--- src/hdl/watchdog_pkg.sv ---
/*
 * constants for the watchdog timer unit: register offsets, field positions,
 * counter widths and divider terminals, power states.
 * assumes a 32-bit avalon-mm register bus with byte addresses.
 */
// What this block does
// - watchdog counts only low-power rc clock ticks; enabling it turns that clock on
// - prescaler divides the nominal 32 khz clock by 32 or by 128
// - prescaler period is about 1 ms at divide-by-32, 4 ms at divide-by-128
// - postscaler divides prescaler output by one of sixteen ratios up to 32768
// - device reset or finished clock switch clears counter, prescaler and postscaler
// - entering sleep or idle clears all counts, and leaving them clears again
// - clear-watchdog instruction in normal run clears counter, prescaler and postscaler
// - an enabled watchdog keeps counting during sleep and idle
// - timeout in sleep or idle wakes the device without a reset
// - timeout sets a sticky flag that only software clears
// - hard-enable fuse set keeps the watchdog running, software cannot stop it
// - with hard-enable fuse zero, watchdog runs only while soft enable bit set
// - every device reset clears the soft enable bit
// - prescale select one gives 1:128, zero gives 1:32
// - postscale field n gives a ratio of two to the power n
package watchdog_pkg;

	// ****************************************************************
	// register map
	// ****************************************************************
	localparam int unsigned ADDR_W         = 4;
	localparam logic [3:0]  OFS_RST_CTRL   = 4'h0;
	localparam logic [3:0]  OFS_COUNT      = 4'h4;
	localparam int unsigned BIT_SOFT_EN    = 5;
	localparam int unsigned BIT_TIMEOUT    = 4;
	localparam int unsigned BIT_SLEEP      = 3;
	localparam int unsigned BIT_IDLE       = 2;
	localparam int unsigned CNT_POST_LSB   = 0;
	localparam int unsigned CNT_PRE_LSB    = 16;
	localparam logic [31:0] RDATA_ZERO     = 32'h0000_0000;

	// ****************************************************************
	// timing of the prescaler in low-power rc clock ticks
	// ****************************************************************
	localparam int unsigned RC_CLOCK_HZ     = 32000;
	localparam int unsigned PERIOD_SHORT_US = 1000;
	localparam int unsigned PERIOD_LONG_US  = 4000;
	localparam int unsigned PRE_DIV_SHORT  = PERIOD_SHORT_US * RC_CLOCK_HZ / 1000000;
	localparam int unsigned PRE_DIV_LONG   = PERIOD_LONG_US * RC_CLOCK_HZ / 1000000;
	localparam int unsigned PRE_W          = 7;
	localparam logic [PRE_W-1:0] PRE_TERM_SHORT = PRE_W'(PRE_DIV_SHORT - 1);
	localparam logic [PRE_W-1:0] PRE_TERM_LONG  = PRE_W'(PRE_DIV_LONG - 1);
	localparam logic [PRE_W-1:0] PRE_ZERO       = 7'h00;

	// ****************************************************************
	// postscaler
	// ****************************************************************
	localparam int unsigned PS_SEL_W       = 4;
	localparam int unsigned POST_W         = 15;
	localparam logic [POST_W-1:0] POST_ZERO = 15'h0000;
	localparam logic [POST_W:0]   POST_ONE  = 16'h0001;

	typedef enum logic [1:0] {
		PWR_RUN,
		PWR_SLEEP,
		PWR_IDLE
	} power_state_t;

endpackage : watchdog_pkg

--- src/hdl/watchdog_timer_unit.sv ---
/*
 * watchdog timer unit: prescaler, postscaler, power-state tracking,
 * reset-control/status register and an avalon-mm slave.
 * assumes low_power_rc_clock and all strobes are synchronous to clk_sys,
 * and that the chip feeds timeout_reset back as a device_reset pulse.
 */
`timescale 1ns/100ps
`default_nettype none

module watchdog_timer_unit (
	input  wire logic        clk_sys,
	input  wire logic        rst_n,
	// avalon-mm slave
	input  wire logic [3:0]  address,
	input  wire logic        read,
	input  wire logic        write,
	input  wire logic [31:0] writedata,
	input  wire logic [3:0]  byteenable,
	output logic      [31:0] readdata,
	output logic             waitrequest,
	// configuration fuses
	input  wire logic        hard_enable_fuse,
	input  wire logic        prescale_ratio_select,
	input  wire logic [3:0]  postscale_select,
	// cpu and clock events
	input  wire logic        low_power_rc_clock,
	input  wire logic        device_reset,
	input  wire logic        clock_switch_done,
	input  wire logic        power_save_instruction,
	input  wire logic        power_save_idle,
	input  wire logic        clear_watchdog_instruction,
	input  wire logic        wake_event,
	// results
	output logic             rc_clock_enable,
	output logic             watchdog_running,
	output logic             timeout_reset,
	output logic             wake_request,
	output logic             power_sleep,
	output logic             power_idle
);

	// ****************************************************************
	// declarations
	// ****************************************************************
	logic                                  rc_q;
	logic                                  rc_prev_q;
	logic                                  rc_tick;
	logic                                  soft_en_q;
	logic                                  timeout_flag_q;
	logic                                  sleep_bit_q;
	logic                                  idle_bit_q;
	logic                                  enabled;
	watchdog_pkg::power_state_t            pwr_q;
	watchdog_pkg::power_state_t            pwr_d;
	logic                                  in_run;
	logic                                  enter_save;
	logic                                  enter_sleep;
	logic                                  enter_idle;
	logic                                  leave_save;
	logic                                  clear_all;
	logic                                  clear_by_reset;
	logic                                  clear_by_switch;
	logic                                  clear_by_power;
	logic                                  clear_by_instr;
	logic                                  clear_base;
	logic                                  timeout_hit;
	logic [watchdog_pkg::PRE_W-1:0]        pre_q;
	logic [watchdog_pkg::PRE_W-1:0]        pre_term;
	logic                                  pre_done;
	logic [watchdog_pkg::POST_W-1:0]       post_q;
	logic [watchdog_pkg::POST_W-1:0]       post_term;
	logic                                  timeout;
	logic                                  timeout_reset_q;
	logic                                  wake_q;
	logic                                  ack_q;
	logic [31:0]                           readdata_q;
	logic [31:0]                           read_word;
	logic                                  wr_take;
	logic                                  wr_ctrl;
	logic                                  clr_flag_wr;
	logic                                  clr_sleep_wr;
	logic                                  clr_idle_wr;

	// ****************************************************************
	// enable and rc clock
	// ****************************************************************
	assign enabled          = hard_enable_fuse | soft_en_q;
	assign rc_clock_enable  = enabled;
	assign watchdog_running = enabled;

	// sample the rc clock
	always_ff @(posedge clk_sys) begin
		if (!rst_n) begin
			rc_q <= 1'b0;
		end else begin
			rc_q <= low_power_rc_clock;
		end
	end

	// previous sample, for edge detection
	always_ff @(posedge clk_sys) begin
		if (!rst_n) begin
			rc_prev_q <= 1'b0;
		end else begin
			rc_prev_q <= rc_q;
		end
	end

	// rising edge of the rc clock, one clk_sys cycle wide
	assign rc_tick = rc_q & ~rc_prev_q;

	// ****************************************************************
	// power state
	// ****************************************************************
	assign in_run     = (pwr_q == watchdog_pkg::PWR_RUN);
	assign enter_save = in_run & power_save_instruction;
	assign enter_sleep = enter_save & ~power_save_idle;
	assign enter_idle  = enter_save & power_save_idle;
	assign leave_save = ~in_run & (wake_event | timeout);

	always_comb begin
		pwr_d = pwr_q;
		case (pwr_q)
			watchdog_pkg::PWR_RUN: begin
				if (power_save_instruction) begin
					pwr_d = power_save_idle ? watchdog_pkg::PWR_IDLE
					                        : watchdog_pkg::PWR_SLEEP;
				end
			end
			watchdog_pkg::PWR_SLEEP,
			watchdog_pkg::PWR_IDLE: begin
				if (wake_event || timeout) begin
					pwr_d = watchdog_pkg::PWR_RUN;
				end
			end
			default: begin
				pwr_d = watchdog_pkg::PWR_RUN;
			end
		endcase
		if (device_reset) begin
			pwr_d = watchdog_pkg::PWR_RUN;
		end
	end

	always_ff @(posedge clk_sys) begin
		if (!rst_n) begin
			pwr_q <= watchdog_pkg::PWR_RUN;
		end else begin
			pwr_q <= pwr_d;
		end
	end

	assign power_sleep = (pwr_q == watchdog_pkg::PWR_SLEEP);
	assign power_idle  = (pwr_q == watchdog_pkg::PWR_IDLE);

	// ****************************************************************
	// clearing of counter, prescaler and postscaler
	// ****************************************************************
	assign clear_by_reset  = device_reset;
	assign clear_by_switch = clock_switch_done;
	assign clear_by_power  = enter_save | (~in_run & wake_event);
	assign clear_by_instr  = in_run & clear_watchdog_instruction;
	// a timeout that ends sleep or idle must not be masked by its own wake clear
	assign clear_base = clear_by_reset
	                  | clear_by_switch
	                  | clear_by_power
	                  | clear_by_instr
	                  | ~enabled;
	assign clear_all  = clear_base | leave_save;

	// ****************************************************************
	// prescaler
	// ****************************************************************
	assign pre_term = prescale_ratio_select ? watchdog_pkg::PRE_TERM_LONG
	                                        : watchdog_pkg::PRE_TERM_SHORT;
	assign pre_done = rc_tick & (pre_q == pre_term);

	// counts on in sleep and idle as well as in run
	always_ff @(posedge clk_sys) begin
		if (!rst_n) begin
			pre_q <= watchdog_pkg::PRE_ZERO;
		end else if (clear_all) begin
			pre_q <= watchdog_pkg::PRE_ZERO;
		end else if (pre_done) begin
			pre_q <= watchdog_pkg::PRE_ZERO;
		end else if (rc_tick) begin
			pre_q <= pre_q + 7'h01;
		end
	end

	// ****************************************************************
	// postscaler and timeout
	// ****************************************************************
	assign post_term = watchdog_pkg::POST_W'((watchdog_pkg::POST_ONE << postscale_select)
	                   - watchdog_pkg::POST_ONE);

	always_ff @(posedge clk_sys) begin
		if (!rst_n) begin
			post_q <= watchdog_pkg::POST_ZERO;
		end else if (clear_all) begin
			post_q <= watchdog_pkg::POST_ZERO;
		end else if (pre_done) begin
			if (post_q == post_term) begin
				post_q <= watchdog_pkg::POST_ZERO;
			end else begin
				post_q <= post_q + 15'h0001;
			end
		end
	end

	// ****************************************************************
	// timeout detection
	// ****************************************************************
	// clear events win over a timeout in the same cycle
	assign timeout_hit = enabled & pre_done & (post_q == post_term);
	assign timeout     = timeout_hit & ~clear_base;

	// ****************************************************************
	// timeout effects
	// ****************************************************************
	// reset request for a timeout in run
	always_ff @(posedge clk_sys) begin
		if (!rst_n) begin
			timeout_reset_q <= 1'b0;
		end else begin
			timeout_reset_q <= timeout & in_run;
		end
	end

	// wake request for a timeout in sleep or idle
	always_ff @(posedge clk_sys) begin
		if (!rst_n) begin
			wake_q <= 1'b0;
		end else begin
			wake_q <= timeout & ~in_run;
		end
	end

	assign timeout_reset = timeout_reset_q;
	assign wake_request  = wake_q;

	// ****************************************************************
	// avalon-mm slave
	// ****************************************************************
	// one wait cycle per access; the access completes on the second edge
	assign waitrequest = (read | write) & ~ack_q;
	assign wr_take     = write & ack_q;
	assign wr_ctrl     = wr_take & byteenable[0] & (address == watchdog_pkg::OFS_RST_CTRL);

	// strobes that clear status bits when a zero is written
	assign clr_flag_wr  = wr_ctrl & ~writedata[watchdog_pkg::BIT_TIMEOUT];
	assign clr_sleep_wr = wr_ctrl & ~writedata[watchdog_pkg::BIT_SLEEP];
	assign clr_idle_wr  = wr_ctrl & ~writedata[watchdog_pkg::BIT_IDLE];
	assign readdata    = readdata_q;

	always_ff @(posedge clk_sys) begin
		if (!rst_n) begin
			ack_q <= 1'b0;
		end else begin
			ack_q <= (read | write) & ~ack_q;
		end
	end

	// read word for the addressed register
	always_comb begin
		read_word = watchdog_pkg::RDATA_ZERO;
		case (address)
			watchdog_pkg::OFS_RST_CTRL: begin
				read_word[watchdog_pkg::BIT_SOFT_EN] = soft_en_q;
				read_word[watchdog_pkg::BIT_TIMEOUT] = timeout_flag_q;
				read_word[watchdog_pkg::BIT_SLEEP]   = sleep_bit_q;
				read_word[watchdog_pkg::BIT_IDLE]    = idle_bit_q;
			end
			watchdog_pkg::OFS_COUNT: begin
				read_word[watchdog_pkg::CNT_POST_LSB +: watchdog_pkg::POST_W] = post_q;
				read_word[watchdog_pkg::CNT_PRE_LSB +: watchdog_pkg::PRE_W]   = pre_q;
			end
			default: begin
				read_word = watchdog_pkg::RDATA_ZERO;
			end
		endcase
	end

	// captured on the first cycle of a read, held until the next read
	always_ff @(posedge clk_sys) begin
		if (!rst_n) begin
			readdata_q <= watchdog_pkg::RDATA_ZERO;
		end else if (read && !ack_q) begin
			readdata_q <= read_word;
		end
	end

	// ****************************************************************
	// reset control and status bits
	// ****************************************************************
	// soft enable: read/write, cleared by every device reset
	always_ff @(posedge clk_sys) begin
		if (!rst_n) begin
			soft_en_q <= 1'b0;
		end else if (device_reset) begin
			soft_en_q <= 1'b0;
		end else if (wr_ctrl) begin
			soft_en_q <= writedata[watchdog_pkg::BIT_SOFT_EN];
		end
	end

	// timeout flag: survives device reset, cleared only by writing zero
	always_ff @(posedge clk_sys) begin
		if (!rst_n) begin
			timeout_flag_q <= 1'b0;
		end else if (timeout) begin
			timeout_flag_q <= 1'b1;
		end else if (clr_flag_wr) begin
			timeout_flag_q <= 1'b0;
		end
	end

	// sleep bit: set on entry to sleep, left set on wake, cleared by writing zero
	always_ff @(posedge clk_sys) begin
		if (!rst_n) begin
			sleep_bit_q <= 1'b0;
		end else if (enter_sleep) begin
			sleep_bit_q <= 1'b1;
		end else if (clr_sleep_wr) begin
			sleep_bit_q <= 1'b0;
		end
	end

	// idle bit: set on entry to idle, left set on wake, cleared by writing zero
	always_ff @(posedge clk_sys) begin
		if (!rst_n) begin
			idle_bit_q <= 1'b0;
		end else if (enter_idle) begin
			idle_bit_q <= 1'b1;
		end else if (clr_idle_wr) begin
			idle_bit_q <= 1'b0;
		end
	end

endmodule : watchdog_timer_unit

`default_nettype wire

--- config.mk ---
export PLATFORM = sky130hd
export DESIGN_NAME = watchdog_timer_unit
export DESIGN_NICKNAME = d
export VERILOG_FILES = /design/src/hdl/watchdog_pkg.sv /design/src/hdl/watchdog_timer_unit.sv
export SDC_FILE = /design/constraint.sdc
export NUM_CORES = 1
export LEC_CHECK = 0
export BUFFER_PORTS_ARGS = -buffer_cell sky130_fd_sc_hd__buf_4
export CAP_MARGIN = 10
export CORE_UTILIZATION = 28
export DETAILED_ROUTE_END_ITERATION = 10
export PLACE_DENSITY = 0.51
export SLEW_MARGIN = 10
export SYNTH_ARGS = -nofsm -noshare
export SYNTH_HDL_FRONTEND = slang
export SYNTH_SLANG_ARGS = --single-unit
--- constraint.sdc ---
create_clock -name clk_sys -period 2.9 [get_ports clk_sys]
set_input_delay 0.145 -clock clk_sys [delete_from_list [all_inputs] [get_ports clk_sys]]
set_output_delay 0.145 -clock clk_sys [all_outputs]
set_load 0.005 [all_outputs]
==> results.txt <==
- The first global-routing pass estimated 11370 um of wire.
* Cell with the largest stage delay on the worst path: sky130_fd_sc_hd__or3_1
- Final Worst Setup Slack: 0.6365 ns
- Effective utilization at floorplan: 28.99%
- The later pin in the worst-skew pair is clocked with a latency of 0.31 ns.
* Power density relative to cell area: 383.2 nW/um^2
- Number of buffers added on ports: 54
- During synthesis, Yosys emitted a total of 0 warnings.
- Post-detailed-routing wire length: 6734 um
* Prevailing post-synth register cell: sky130_fd_sc_hd__dfxtp_1
* Worst Skew: 0.01310 ns
- In this run the deepest clock path goes through 2 buffers.
* DR iter-0 viols: 64
- Setup repair after global routing missed its margin: false
* Number of clock sinks seen by CTS: 55
- Most frequent cell on the critical path: sky130_fd_sc_hd__buf_4
- Routed wire per std cell: 12.71 um
* Data arrival time of the worst path: 2.47 ns
* Routability cong.: 0.7771
- Sequential element share of the synthesized area: 36.79%
- Type of destination of the critical path: flop
* Count of instances resized after the clock tree is built: 0
* Total leakage power: 0.001249 uW
- Class of the tightest hold or removal check: input port to flop
- Number of instances on the worst hold path: 2
- The core region is 10320 sq um.
- By startpoint and endpoint, the worst setup path is classified as input port to flop.
- The detailed router placed 2522 vias in this run.
* Setup violators final: 0
- Commonest cells after routing, fill and taps aside: 57 x sky130_fd_sc_hd__buf_4, 55 x sky130_fd_sc_hd__dfxtp_1, 36 x sky130_fd_sc_hd__nor2_1
- NumNets Final: 456
- After global routing the overflow that remains totals 0.
* Critical path's largest stage delay: 0.35 ns
* Flip-flop and latch count after synthesis: 55
- For hold timing, the worst endpoint is rc_q.
- Via count of the first global-routing pass: 2400
- The die covers 11110 sq um.
- Filler-free cell count of the finished design: 530
- Met1 usage: 15.55%
- The H-tree generated during clock tree synthesis spans 2 levels.
- Remaining routing DRC violations: 0
- Fraction of the cycle the final worst path needs: 78.05%
* IR drop worst, VDD: 0.0002335 V
* R2R setup slack: 0.81 ns
- The clock period could shrink to 2.263 ns.
- Largest delay share family, worst path: simple AND/OR/NAND/NOR gates
* Total track usage: 12.59%
* End-of-flow core utilization: 34.18%
- Count of flip-flops with a built-in enable after synthesis: 0
- Entering global routing, the biggest net connects 32 pins.
* Cells along the critical path: buf_4 > nor4_4 > inv_1 > ha_1 > or3_1 > a211o_1 > o211ai_1 > nand4_1 > o31ai_4 > buf_4 > nor2_1
* Count of antenna-violating nets left after detailed routing: 0
- Syn Std Cell Area: 2993 sq um
* First-pass DRT Iterations: 4
- At the placement stage, the worst setup path has a slack of 0.2956 ns.
- Clock tree synthesis inserted a total of 5 buffers.
- Crit Reg-Reg Startpoint: pre_q[5]
* Proportion of register bits with asynchronous set or reset after synthesis: 0%
- TritonCTS built the clock tree.
* RR Endpoint: post_q[10]
- The floorplan has 37 rows.
- Across the run, the number of max-cap violations was 0.
* Detailed-route vias per instance: 4.758
* Commonest non-fill, non-tap cell in the layout: sky130_fd_sc_hd__buf_4
* Global routing usage on met3: 2.783%
- Cell count of the worst reg-to-reg path: 6
* Final Hold Viols: 0
- Final HPWL from detailed placement: 5142 um
- WHS: 0.03206 ns
- Along the worst path, the maximum fanout reaches 17.
* Met2 routing resource usage after global routing: 21.99%
* CP startpoint kind: input port
* I/O Pins: 96
- Avg Inst Size Synth: 8.478 sq um
- STA puts the critical path data required time at 3.10 ns.
- Post-CTS timing repair inserted 0 buffers for setup.
- Yosys cell types: 55
- Summed over all failing endpoints, the final setup total negative slack is 0 ns.
- Number of antenna violations at the first check in global routing: 0
* Ratio of cells with drive above 1 in the final layout: 19.80%
- Die boundary width: 105.4 um
- Highest attainable clock frequency: 441.8 MHz
- The number of pins with negative max-slew slack in the final report was 0.
- CTS placed an instance of sky130_fd_sc_hd__clkbuf_8 at the clock tree root.
- The layer flagged by global routing as most heavily used is met2.
- Result of the run: finished, final reports clean
- Combined buffer and inverter count along the critical path: 3
* Number of cells produced by synthesis: 353
- Clock-pin slew was measured on the worst setup and hold paths at 0.11 ns.
* Hold Startpoint: low_power_rc_clock
* CTS Hold Buffers Added: 0
- The repair_antennas step left the layout with diodes totalling 0.
- Measured along the y axis, the die boundary spans 105.4 um.
- The number of placed instances, taps included, is 522.
* Syn-to-layout area delta: 17.89%
layout make-up:
type / instances / area [sq um]
sequential: 55 / 1101
fill: 1082 / 6795
clock buffer: 5 / 68.82
timing repair buffer: 57 / 427.9
clock inverter: 3 / 28.78
tap: 136 / 170.2
multi-input combinational: 264 / 1694
inverter: 10 / 37.54
worst max path at each step:
stage | end | from | depth (start not counted)
2_1_floorplan | post_q[10] | postscale_select[3] | 11
3_3_place_gp | post_q[13] | postscale_select[3] | 11
3_5_place_dp | post_q[6] | postscale_select[3] | 11
4_1_cts | post_q[10] | postscale_select[3] | 11
5_1_grt | post_q[10] | postscale_select[3] | 11
6_report | post_q[9] | postscale_select[3] | 11
cells by family after synthesis:
group,count (synthesis),share of synthesized area [%]
simple gates,156,28.22
compound gates,62,15.59
flops,55,36.79
buf+inv,43,7.734
xor+xnor,24,7.023
fa+ha+maj,6,2.508
mux,6,2.007
other cells,1,0.1253
stage by stage:
stage | cell area (sq um) | total power (uW)
after global placement | 3431 | 916.1
after CTS | 3528 | 1370
after floorplan | 3027 | 881.7
after global routing | 3528 | 1413
after detailed placement | 3431 | 917.4
final | 3528 | 1352
power by group:
part	internal (uW)	switching, uW	leakage, uW
clock network	180	273	0.0000502
logic	60.8	74.6	0.000754
registers	760	3.13	0.000444
total	1000	351	0.00125
registers in the layout, summed over array words and instances (netlist names):
register,cells
idle_bit_q,1
rc_prev_q,1
timeout_reset,1
readdata,22
sleep_bit_q,1
rc_q,1
timeout_flag_q,1
pre_q,7
post_q,15
ack_q,1
soft_en_q,1
pwr_q,2
wake_request,1
Yosys cell counts (2+ instances only):
master | count | area share [%]
sky130_fd_sc_hd__a221o_1 | 2 | 0.67
sky130_fd_sc_hd__o21bai_1 | 2 | 0.50
sky130_fd_sc_hd__nand4_1 | 9 | 1.9
sky130_fd_sc_hd__nand3_1 | 11 | 1.8
sky130_fd_sc_hd__nand2_1 | 28 | 3.5
sky130_fd_sc_hd__o21ai_0 | 5 | 0.84
sky130_fd_sc_hd__nand2b_1 | 4 | 0.84
sky130_fd_sc_hd__inv_1 | 10 | 1.3
sky130_fd_sc_hd__xnor2_1 | 14 | 4.1
sky130_fd_sc_hd__nor3b_1 | 2 | 0.50
sky130_fd_sc_hd__xor2_1 | 10 | 2.9
sky130_fd_sc_hd__buf_2 | 5 | 0.84
sky130_fd_sc_hd__a21oi_1 | 16 | 2.7
sky130_fd_sc_hd__and2_1 | 6 | 1.3
sky130_fd_sc_hd__buf_6 | 3 | 1.1
sky130_fd_sc_hd__mux2i_1 | 6 | 2.0
sky130_fd_sc_hd__o2111ai_1 | 2 | 0.59
sky130_fd_sc_hd__a22oi_1 | 19 | 4.8
sky130_fd_sc_hd__nor2_1 | 36 | 4.5
sky130_fd_sc_hd__dfxtp_1 | 55 | 37
sky130_fd_sc_hd__nor3_2 | 2 | 0.67
sky130_fd_sc_hd__clkbuf_1 | 13 | 1.6
sky130_fd_sc_hd__and3_1 | 5 | 1.0
sky130_fd_sc_hd__o211ai_1 | 2 | 0.50
sky130_fd_sc_hd__nor3_1 | 10 | 1.7
sky130_fd_sc_hd__or3_1 | 5 | 1.0
sky130_fd_sc_hd__ha_1 | 6 | 2.5
sky130_fd_sc_hd__buf_4 | 11 | 2.8
sky130_fd_sc_hd__nor4_1 | 2 | 0.42
sky130_fd_sc_hd__nor2b_1 | 27 | 5.6
per-layer routing:
layer  vias to the layer above  wire [um]
met5                         -          0
met4                         0         51
met3                         5        270
met2                        48       3254
met1                      1181       3157
li1                       1288          -
Power figures use the tool's default switching activity.
